### config.mk
export PLATFORM = sky130hd
export DESIGN_NAME = uos_session_ports
export DESIGN_NICKNAME = d
export VERILOG_FILES = /design/src/uos_fifo.v /design/src/uos_session_ports.v
export VERILOG_INCLUDE_DIRS = /design/src
export SDC_FILE = /design/constraint.sdc
export NUM_CORES = 2
export LEC_CHECK = 0
export ABC_AREA = 1
export BUFFER_PORTS_ARGS = -buffer_cell sky130_fd_sc_hd__clkbuf_2
export CAP_MARGIN = 20
export CORE_ASPECT_RATIO = 1.25
export CORE_MARGIN = 3
export CORE_UTILIZATION = 35
export CTS_CLUSTER_SIZE = 25
export DETAILED_ROUTE_END_ITERATION = 12
export PLACE_DENSITY = 0.55
export SLEW_MARGIN = 20
export SYNTH_ARGS = -nofsm -noshare
export SYNTH_HDL_FRONTEND = slang
export SYNTH_SLANG_ARGS = --single-unit
### constraint.sdc
create_clock -name core_clk_i -period 3.5 [get_ports core_clk_i]
set_input_delay 0.35 -clock core_clk_i [delete_from_list [all_inputs] [get_ports core_clk_i]]
set_output_delay 0.35 -clock core_clk_i [all_outputs]
set_load 0.1 [all_outputs]
### src/uos_defines.vh
`ifndef UOS_DEFINES_VH
`define UOS_DEFINES_VH
// register byte addresses (word aligned)
`define UOS_ADDR_EP3_DATA   8'h00
`define UOS_ADDR_EP4_DATA   8'h04
`define UOS_ADDR_SESS_CTRL  8'h08
// session control field positions
`define UOS_B_ROLE_BIT      7
`define UOS_FULL_SPEED_BIT  6
`define UOS_LOW_SPEED_BIT   5
`define UOS_VBUS_HI_BIT     4
`define UOS_VBUS_LO_BIT     3
`define UOS_HOST_BIT        2
`define UOS_NEG_REQ_BIT     1
`define UOS_SESSION_BIT     0
// reset values
`define UOS_SESS_CTRL_RST   8'h00
`define UOS_DATA_RST        32'h0000_0000
// vbus band encodings
`define UOS_VBUS_BELOW_END  2'h0
`define UOS_VBUS_ABOVE_END  2'h1
`define UOS_VBUS_ABOVE_AVLD 2'h2
`define UOS_VBUS_ABOVE_VVLD 2'h3
// fifo depth
`define UOS_FIFO_DEPTH      8
`endif

### src/uos_fifo.v
`timescale 1ns/1ns
`default_nettype none
module uos_fifo #(
   parameter WIDTH = 32,
   parameter DEPTH = 8,
   parameter AW    = 3
) (
   // clock and reset
   input  wire             core_clk_i,
   input  wire             rst_n_i,
   // fill side
   input  wire             in_valid_i,
   output wire             in_ready_o,
   input  wire [WIDTH-1:0] in_data_i,
   // drain side
   output wire             out_valid_o,
   input  wire             out_ready_i,
   output wire [WIDTH-1:0] out_data_o,
   // level
   output wire [AW:0]      level_o
);
   reg [WIDTH-1:0] mem [0:DEPTH-1];
   reg [AW-1:0]    wr_ptr;
   reg [AW-1:0]    rd_ptr;
   reg [AW:0]      count;
   wire            push;
   wire            pop;
   integer         i;

   assign in_ready_o  = (count != DEPTH[AW:0]);
   assign out_valid_o = (count != {(AW+1){1'b0}});
   assign out_data_o  = mem[rd_ptr];
   assign level_o     = count;
   assign push        = in_valid_i & in_ready_o;
   assign pop         = out_valid_o & out_ready_i;

   always @(posedge core_clk_i or negedge rst_n_i) begin
      if (!rst_n_i) begin
         wr_ptr <= {AW{1'b0}};
         rd_ptr <= {AW{1'b0}};
         count  <= {(AW+1){1'b0}};
         for (i = 0; i < DEPTH; i = i + 1) begin
            mem[i] <= {WIDTH{1'b0}};
         end
      end else begin
         if (push) begin
            mem[wr_ptr] <= in_data_i;
            wr_ptr      <= (wr_ptr == DEPTH[AW-1:0] - 1'b1) ? {AW{1'b0}} : wr_ptr + 1'b1;
         end
         if (pop) begin
            rd_ptr <= (rd_ptr == DEPTH[AW-1:0] - 1'b1) ? {AW{1'b0}} : rd_ptr + 1'b1;
         end
         if (push && !pop) begin
            count <= count + 1'b1;
         end else if (pop && !push) begin
            count <= count - 1'b1;
         end
      end
   end
endmodule // uos_fifo
`default_nettype wire

### src/uos_session_ports.v
// Register access over Avalon-MM and the register addresses are this design's own decisions.
`timescale 1ns/1ns
`default_nettype none
`include "uos_defines.vh"
module uos_session_ports #(
   parameter DATA_W     = 32,
   parameter FIFO_DEPTH = `UOS_FIFO_DEPTH,
   parameter FIFO_AW    = 3
) (
   // clock and reset
   input  wire              core_clk_i,
   input  wire              rst_n_i,
   // avalon-mm slave
   input  wire [7:0]        avs_address_i,
   input  wire              avs_read_i,
   input  wire              avs_write_i,
   input  wire [DATA_W-1:0] avs_writedata_i,
   input  wire [3:0]        avs_byteenable_i,
   output reg  [DATA_W-1:0] avs_readdata_o,
   output wire              avs_waitrequest_o,
   // transmit fifo drain (protocol engine side), endpoints 3 and 4
   output wire              ep3_tx_valid_o,
   input  wire              ep3_tx_ready_i,
   output wire [DATA_W-1:0] ep3_tx_data_o,
   output wire              ep4_tx_valid_o,
   input  wire              ep4_tx_ready_i,
   output wire [DATA_W-1:0] ep4_tx_data_o,
   // receive fifo fill (protocol engine side), endpoints 3 and 4
   input  wire              ep3_rx_valid_i,
   output wire              ep3_rx_ready_o,
   input  wire [DATA_W-1:0] ep3_rx_data_i,
   input  wire              ep4_rx_valid_i,
   output wire              ep4_rx_ready_o,
   input  wire [DATA_W-1:0] ep4_rx_data_i,
   // link status from the phy and line state logic (asynchronous pins)
   input  wire              b_role_pin_i,
   input  wire              host_active_pin_i,
   input  wire              suspended_pin_i,
   input  wire              attach_pin_i,
   input  wire              low_speed_line_pin_i,
   input  wire              chirp_seen_pin_i,
   input  wire              session_valid_pin_i,
   input  wire [1:0]        vbus_band_pin_i,
   input  wire              negotiation_done_pin_i,
   // requests toward the line logic
   output reg               session_request_o,
   output reg               negotiation_start_o,
   output reg               soft_disconnect_o,
   output reg               high_speed_attached_o
);
   // ************************************************************
   // pin synchronisers: three stages, change accepted when 2 and 3 agree
   // ************************************************************
   localparam NPIN = 10;
   wire [NPIN-1:0] pin_raw;
   reg  [NPIN-1:0] sync_a;
   reg  [NPIN-1:0] sync_b;
   reg  [NPIN-1:0] sync_c;
   reg  [NPIN-1:0] pin;
   assign pin_raw = {negotiation_done_pin_i, vbus_band_pin_i, session_valid_pin_i, chirp_seen_pin_i,
                     low_speed_line_pin_i, attach_pin_i, suspended_pin_i, host_active_pin_i, b_role_pin_i};

   genvar g;
   generate
      for (g = 0; g < NPIN; g = g + 1) begin : g_sync
         always @(posedge core_clk_i or negedge rst_n_i) begin
            if (!rst_n_i) begin
               sync_a[g] <= 1'b0;
               sync_b[g] <= 1'b0;
               sync_c[g] <= 1'b0;
               pin[g]    <= 1'b0;
            end else begin
               sync_a[g] <= pin_raw[g];
               sync_b[g] <= sync_a[g];
               sync_c[g] <= sync_b[g];
               if (sync_b[g] == sync_c[g]) begin
                  pin[g] <= sync_c[g];
               end
            end
         end
      end
   endgenerate

   wire       b_role_flag      = pin[0];
   wire       acting_host_flag = pin[1];
   wire       suspended        = pin[2];
   wire       attached         = pin[3];
   wire       low_speed_line   = pin[4];
   wire       chirp_seen       = pin[5];
   wire       session_valid    = pin[6];
   wire [1:0] vbus_band        = pin[8:7];
   wire       negotiation_done = pin[9];

   // ************************************************************
   // address decode
   // ************************************************************
   function [2:0] uos_decode;
      input [7:0] addr;
      begin
         uos_decode = 3'b000;
         case (addr)
            `UOS_ADDR_EP3_DATA:  uos_decode = 3'b001;
            `UOS_ADDR_EP4_DATA:  uos_decode = 3'b010;
            `UOS_ADDR_SESS_CTRL: uos_decode = 3'b100;
            default:             uos_decode = 3'b000;
         endcase
      end
   endfunction

   wire [2:0] sel = uos_decode(avs_address_i);

   // ************************************************************
   // bus state machine: idle, then one answer cycle
   // ************************************************************
   localparam ST_IDLE = 2'b01;
   localparam ST_DONE = 2'b10;
   reg [1:0] state;
   reg [1:0] next_state;

   wire req       = avs_read_i | avs_write_i;
   // a full tx fifo stalls the write, so back-pressure reaches software
   wire ep3_tx_in_ready;
   wire ep4_tx_in_ready;
   wire ep3_rx_out_valid;
   wire ep4_rx_out_valid;
   wire [DATA_W-1:0] ep3_rx_word;
   wire [DATA_W-1:0] ep4_rx_word;
   wire stall_wr  = avs_write_i & ((sel[0] & ~ep3_tx_in_ready) | (sel[1] & ~ep4_tx_in_ready));
   wire accept    = (state == ST_IDLE) & req & ~stall_wr;

   assign avs_waitrequest_o = ~(state == ST_DONE);

   always @* begin
      next_state = state;
      case (state)
         ST_IDLE: begin
            if (accept) begin
               next_state = ST_DONE;
            end
         end
         ST_DONE: next_state = ST_IDLE;
         default: next_state = ST_IDLE;
      endcase
   end

   wire wr_ep3 = accept & avs_write_i & sel[0];
   wire wr_ep4 = accept & avs_write_i & sel[1];
   // empty receive fifo reads as zero and pops nothing
   wire rd_ep3 = accept & avs_read_i & sel[0];
   wire rd_ep4 = accept & avs_read_i & sel[1];
   wire wr_ctl = accept & avs_write_i & sel[2] & avs_byteenable_i[0];

   // ************************************************************
   // endpoint fifos
   // ************************************************************
   uos_fifo #(.WIDTH(DATA_W), .DEPTH(FIFO_DEPTH), .AW(FIFO_AW)) u_ep3_tx (
      .core_clk_i  (core_clk_i),
      .rst_n_i     (rst_n_i),
      .in_valid_i  (wr_ep3),
      .in_ready_o  (ep3_tx_in_ready),
      .in_data_i   (avs_writedata_i),
      .out_valid_o (ep3_tx_valid_o),
      .out_ready_i (ep3_tx_ready_i),
      .out_data_o  (ep3_tx_data_o),
      .level_o     ()
   );
   uos_fifo #(.WIDTH(DATA_W), .DEPTH(FIFO_DEPTH), .AW(FIFO_AW)) u_ep4_tx (
      .core_clk_i  (core_clk_i),
      .rst_n_i     (rst_n_i),
      .in_valid_i  (wr_ep4),
      .in_ready_o  (ep4_tx_in_ready),
      .in_data_i   (avs_writedata_i),
      .out_valid_o (ep4_tx_valid_o),
      .out_ready_i (ep4_tx_ready_i),
      .out_data_o  (ep4_tx_data_o),
      .level_o     ()
   );
   uos_fifo #(.WIDTH(DATA_W), .DEPTH(FIFO_DEPTH), .AW(FIFO_AW)) u_ep3_rx (
      .core_clk_i  (core_clk_i),
      .rst_n_i     (rst_n_i),
      .in_valid_i  (ep3_rx_valid_i),
      .in_ready_o  (ep3_rx_ready_o),
      .in_data_i   (ep3_rx_data_i),
      .out_valid_o (ep3_rx_out_valid),
      .out_ready_i (rd_ep3),
      .out_data_o  (ep3_rx_word),
      .level_o     ()
   );
   uos_fifo #(.WIDTH(DATA_W), .DEPTH(FIFO_DEPTH), .AW(FIFO_AW)) u_ep4_rx (
      .core_clk_i  (core_clk_i),
      .rst_n_i     (rst_n_i),
      .in_valid_i  (ep4_rx_valid_i),
      .in_ready_o  (ep4_rx_ready_o),
      .in_data_i   (ep4_rx_data_i),
      .out_valid_o (ep4_rx_out_valid),
      .out_ready_i (rd_ep4),
      .out_data_o  (ep4_rx_word),
      .level_o     ()
   );

   // ************************************************************
   // session control state
   // ************************************************************
   reg       full_speed_attached;
   reg       low_speed_attached;
   reg       negotiation_request;
   reg       session;
   reg       suspended_q;
   reg       b_role_q;
   reg       session_valid_q;
   wire      suspend_rise = suspended & ~suspended_q;
   wire      b_sess_start = b_role_flag & session_valid & ~session_valid_q;
   wire      b_sess_end   = b_role_flag & ~session_valid & session_valid_q;
   wire      sw_sess_set  = wr_ctl & avs_writedata_i[`UOS_SESSION_BIT] & ~session;
   wire      sw_sess_clr  = wr_ctl & ~avs_writedata_i[`UOS_SESSION_BIT] & session;

   wire [7:0] sess_ctrl_rd = {b_role_flag,
                              full_speed_attached,
                              low_speed_attached,
                              vbus_band,
                              acting_host_flag,
                              negotiation_request,
                              session};

   always @(posedge core_clk_i or negedge rst_n_i) begin
      if (!rst_n_i) begin
         state                 <= ST_IDLE;
         avs_readdata_o        <= `UOS_DATA_RST;
         full_speed_attached   <= 1'b0;
         low_speed_attached    <= 1'b0;
         high_speed_attached_o <= 1'b0;
         negotiation_request   <= 1'b0;
         session               <= 1'b0;
         suspended_q           <= 1'b0;
         b_role_q              <= 1'b0;
         session_valid_q       <= 1'b0;
         session_request_o     <= 1'b0;
         negotiation_start_o   <= 1'b0;
         soft_disconnect_o     <= 1'b0;
      end else begin
         state           <= next_state;
         suspended_q     <= suspended;
         b_role_q        <= b_role_flag;
         session_valid_q <= session_valid;

         // read data
         if (accept && avs_read_i) begin
            if (sel[0]) begin
               avs_readdata_o <= ep3_rx_out_valid ? ep3_rx_word : `UOS_DATA_RST;
            end else if (sel[1]) begin
               avs_readdata_o <= ep4_rx_out_valid ? ep4_rx_word : `UOS_DATA_RST;
            end else if (sel[2]) begin
               avs_readdata_o <= {{(DATA_W-8){1'b0}}, sess_ctrl_rd};
            end else begin
               avs_readdata_o <= `UOS_DATA_RST;
            end
         end

         // speed of attached peripheral, only tracked while host
         if (acting_host_flag && attached) begin
            low_speed_attached    <= low_speed_line;
            full_speed_attached   <= ~low_speed_line;
            if (chirp_seen && !low_speed_line) begin
               high_speed_attached_o <= 1'b1;
            end
         end else begin
            low_speed_attached    <= 1'b0;
            full_speed_attached   <= 1'b0;
            high_speed_attached_o <= 1'b0;
         end

         // negotiation request: completion clear wins over a same-cycle write
         negotiation_start_o <= 1'b0;
         if (negotiation_done) begin
            negotiation_request <= 1'b0;
         end else if (wr_ctl) begin
            negotiation_request <= avs_writedata_i[`UOS_NEG_REQ_BIT];
         end
         if (b_role_flag && negotiation_request && suspend_rise) begin
            negotiation_start_o <= 1'b1;
         end

         // session bit
         session_request_o <= 1'b0;
         soft_disconnect_o <= 1'b0;
         if (b_sess_start) begin
            session <= 1'b1;
         end else if (b_sess_end) begin
            session <= 1'b0;
         end else if (sw_sess_set) begin
            session           <= 1'b1;
            session_request_o <= b_role_flag;
         end else if (sw_sess_clr) begin
            session           <= 1'b0;
            soft_disconnect_o <= suspended;
         end else if (b_role_flag != b_role_q) begin
            session <= 1'b0;
         end
      end
   end
endmodule // uos_session_ports
`default_nettype wire

==> results.md <==
- The number of rows created at floorplan is 155.
- After filler insertion, the fill cell instance count of the layout stands at 14410.
- The final number of max-transition violations came to 0.
- The post-synthesis sequential element count is 1149.
- The mean post-synth cell area is 8.669 um2.
- The floorplan step defined a die boundary enclosing 148500 um2.
- The root buffer selected by CTS is sky130_fd_sc_hd__clkbuf_16.
- The master of the slowest instance on the critical path is sky130_fd_sc_hd__clkbuf_2.
- The worst reg2reg path startpoint is u_ep3_tx.level_o[0]$_DFFE_PN0P_.
- The dominant delay contributor by cell family on the critical path is buffers and inverters.
- The power per unit of standard cell area is 845.8 nW/um2.
- The highest cell delay on the worst timing path is roughly 0.53 ns.
- The H-tree was split into 3 levels.
- The cell leakage power is 26.71 nW.
- Summing all flip-flop and latch instances after layout gives 28780 um2.
- By count the netlist is led by sky130_fd_sc_hd__o21ai_0, sky130_fd_sc_hd__nand2_1, sky130_fd_sc_hd__dfrtp_1, sky130_fd_sc_hd__nor2_1, sky130_fd_sc_hd__clkbuf_1.
- The first TritonRoute pass finished after 8 iterations.
- In the final timing run, aggregate negative setup slack is 0 ns.
- The number of global-route vias before repair is 39950.
- Summed over all layers, the global routing overflow is 0.
- The global-route wire length before repair is 237900 um.
- The total I/O pin count is between 200 and 250.
- At the later pin of the worst-skew pair, clock insertion delay measures 0.74 ns.
- TritonCTS built the clock tree.
- The critical path capture point type is a primary output.
- In this run the number of cells on the critical path is 6.
- In this run the worst path has a maximum fanout of 130.
- Entering global routing, the biggest net connects about 130 pins.
- The routed wire length is 150200 um.
- The worst path required time is 3.15 ns.
- In the finished design, the share of the clock period the worst path needs comes to 0.9598.
- The detail route stage leaves a number of antenna-violating nets equal to 0.
- The headroom to the max-slew limit is 0.2805.
- In this run, synthesis inferred 0 flip-flops with an integrated enable.
- The core region is 142900 um2.
- The per-cell via count in the routed design is 5.166.
- In this run the deepest clock path goes through 3 buffers.
- Yosys attributes the largest share of cell area to sky130_fd_sc_hd__dfrtp_1, sky130_fd_sc_hd__o21ai_0, sky130_fd_sc_hd__nand2_1.
- The sequential area share after synthesis is 0.5711.
- Relative to the synthesized area, the layout overhead comes to 15.85%.
- The weighted congestion reported at the end of routability-driven placement is 0.8285.
- The final-layout worst hold slack is 0.04966 ns.
- The die span in y is 430.1 um.
- The net count after synthesis is 5966.
- Counting instances, the worst hold path has a depth of 3.
- The fraction of final layout cells sized beyond drive strength 1 is 0.09873.
- The worst register-to-register path has a depth of 18.
- The number of buffers and inverters on the critical path is 2.
- The smallest clock period supported by the final layout is computed as 3.359 ns.
- The wire length per cell is 19.07 um.
- Synthesis produced a netlist whose cell count is a little under 6000.
- The final layout contains ~6100 nets.
- Across the run, the number of max-cap violations was 0.
- The transition time of the tightest slew-check pin is 1.079 ns.
- The number of hold violations in the final report is 0.
- The starting density of the core is 0.3523.
- After detailed routing, the number of remaining DRC violations is 0.
- The cell type contributing the most total cell area after synthesis is sky130_fd_sc_hd__dfrtp_1.
- The number of setup violations in the final report is 0.
- After synthesis, the share of flip-flops with an asynchronous set or reset is 1.000.
- The leading cell type by number of instances after synthesis is sky130_fd_sc_hd__o21ai_0.
- The endpoint arrival time on the critical path is roughly 3 ns.
- In this run, CTS created clock tree buffers numbering about 120.
- By startpoint and endpoint, the worst setup path is classified as reg2out.
- In this run the most critical hold path is launched from ep4_rx_data_i[21].
- The share of the core filled with cells is 0.4081.
- After clock tree synthesis, the clock-pin slew on the worst setup and hold paths is 0.06 ns.
- Summing all multi-input logic gate instances after layout gives 19120 um2.
- The count of cell types in the netlist is 47.
- The number of vias after detailed routing is 40680.
- The flow ran to the end, and the final reports show no timing, DRC or antenna violations.
- Buffers placed on the I/O ports in this run total 227.
- The worst min-delay path category is in2reg.
- The chip width is 345.2 um.
- Derived from the worst setup path, the maximum achievable clock frequency is 0.2977 GHz.
- For this design, the sink count on the clock tree is roughly 1100.
- The initial antenna violation count is 8.
- The worst setup path is launched from a flop.
- Tracing the worst setup path back leads to its startpoint at u_ep4_tx.rd_ptr[0]$_DFFE_PN0P_.
- The largest vdd supply drop is 0.8310 mV.
- In this run, the number of DRC markers left after iteration 0 of detailed routing was around 3300.
- In this run the cell area of the synthesized design comes to 50350 um2.
- Setup repair after global routing left no endpoint under its margin.
- The half-perimeter wire length after detailed placement is 88940 um.
- The critical path goes through buf_16 -> o21ai_0 -> o22ai_1 -> nor2_1 -> a31oi_1 -> clkbuf_2.
- The count of synthesis-stage warnings from yosys is 0.
- Among all flip-flop cells after synthesis, the most frequent one is sky130_fd_sc_hd__dfrtp_1.
- Clock skew on the completed layout was measured at approximately 0.05 ns.
- The top-area cell type share of the netlist area is 0.5706.
- For this run, the total global-route usage over all layers was measured as 0.2011.
timing repair:
item | in CTS | in global routing
buffers inserted | 0 | 1
hold endpoints to repair | 386 | 0
resized for setup | 12 | 8
hold buffers | 61 | 0
endpoints found under the setup margin | 14 | 20
pin swaps | 0 | 0
cloned | 0 | 0
final timing paths:
path | to | slack [ns]
worst max-delay path | ep4_tx_data_o[4] | 0.14
worst min-delay path | u_ep4_rx.mem[53]$_DFFE_PN0P_ | 0.05
worst max register to register | u_ep4_rx.level_o[3]$_DFFE_PN0P_ | 0.62
worst min register to register | sync_b[9]$_DFF_PN0_ | 0.32
max in group asynchronous | u_ep4_tx.mem[20]$_DFFE_PN0P_ | 2.19
min in group asynchronous | u_ep3_tx.mem[198]$_DFFE_PN0P_ | 0.16
layout make-up:
| cell class | instances | area share |
|---|---|---|
| diodes | 5 | 0.0002145 |
| clock inverters | 32 | 0.008001 |
| inverters | 154 | 0.01006 |
| well taps | 1884 | 0.04041 |
| multi-input cells | 4068 | 0.3277 |
| repair buffers | 403 | 0.05944 |
| flip-flops and latches | 1149 | 0.4933 |
| clock buffers | 180 | 0.06083 |
through the flow:
stage / total power [W] / instance area [um2] / setup slack [ns] / instances
after floorplan: 0.03125 / 50350 / 0.1945 / 5808
after global placement: 0.03609 / 53490 / 0.3650 / 7590
after detailed placement: 0.03638 / 53490 / 0.3830 / 7590
after CTS: 0.04969 / 58150 / 0.01457 / 7863
after global routing: 0.05242 / 58320 / 0.004217 / 7872
final: 0.04934 / 58330 / 0.1408 / 7875
power breakdown:
group          switching (W)  internal (W)
registers            0.00175        0.0163
clock network        0.00547       0.00756
logic                 0.0133       0.00500
total                 0.0205        0.0289
flip-flops by register name, summed over array words and instances, names as in the netlist, 2 cells and up:
| register | count |
|---|---|
| avs_readdata_o | 32 |
| pin | 2 |
| state | 2 |
| sync_a | 10 |
| sync_b | 10 |
| sync_c | 10 |
| u_ep3_rx.level_o | 4 |
| u_ep3_rx.mem | 256 |
| u_ep3_rx.rd_ptr | 3 |
| u_ep3_rx.wr_ptr | 3 |
| u_ep3_tx.level_o | 4 |
| u_ep3_tx.mem | 256 |
| u_ep3_tx.rd_ptr | 3 |
| u_ep3_tx.wr_ptr | 3 |
| u_ep4_rx.level_o | 4 |
| u_ep4_rx.mem | 256 |
| u_ep4_rx.rd_ptr | 3 |
| u_ep4_rx.wr_ptr | 3 |
| u_ep4_tx.level_o | 4 |
| u_ep4_tx.mem | 256 |
| u_ep4_tx.rd_ptr | 3 |
| u_ep4_tx.wr_ptr | 3 |
per-layer routing:
metal	vias up	global-route usage	share of wire
met5	-	0	0.00035
met4	8	0.06338	0.027
met3	176	0.03133	0.053
met2	1000	0.3427	0.48
met1	19950	0.2625	0.44
li1	19550	-	-
logic make-up (layout without fill, tap and decap cells):
kind of cell    count (synthesis)  after routing  synth area share
compound gates               1888           1888            0.1984
simple gates                 2119           2119            0.1648
buf+inv                       591            769           0.05169
fa+ha+maj                      42             42           0.01054
xor+xnor                       13             13          0.002261
mux                             6              6          0.001218
other cells                     0              5                 0
flops                        1149           1149            0.5711
tightest hold or removal path, stage by stage:
cell                       delay (ns)
sky130_fd_sc_hd__clkbuf_2        0.12
sky130_fd_sc_hd__inv_1           0.12
sky130_fd_sc_hd__o21ai_0         0.17
cell usage in the layout, fill, tap and decap left out, drive strengths merged, types with 10 or more instances in the layout:
cell type	instances
o21ai	1605
nand2	1184
dfrtp	1148
nor2	855
clkbuf	385
inv	147
buf	137
o22ai	82
o211ai	77
a31oi	64
dlygate4sd3	61
nand3	51
o221ai	31
clkinv	29
ha	28
nand4	14
o21a	12
a21oi	11
maj3	10
No activity file was read; power rests on OpenSTA's default activity.
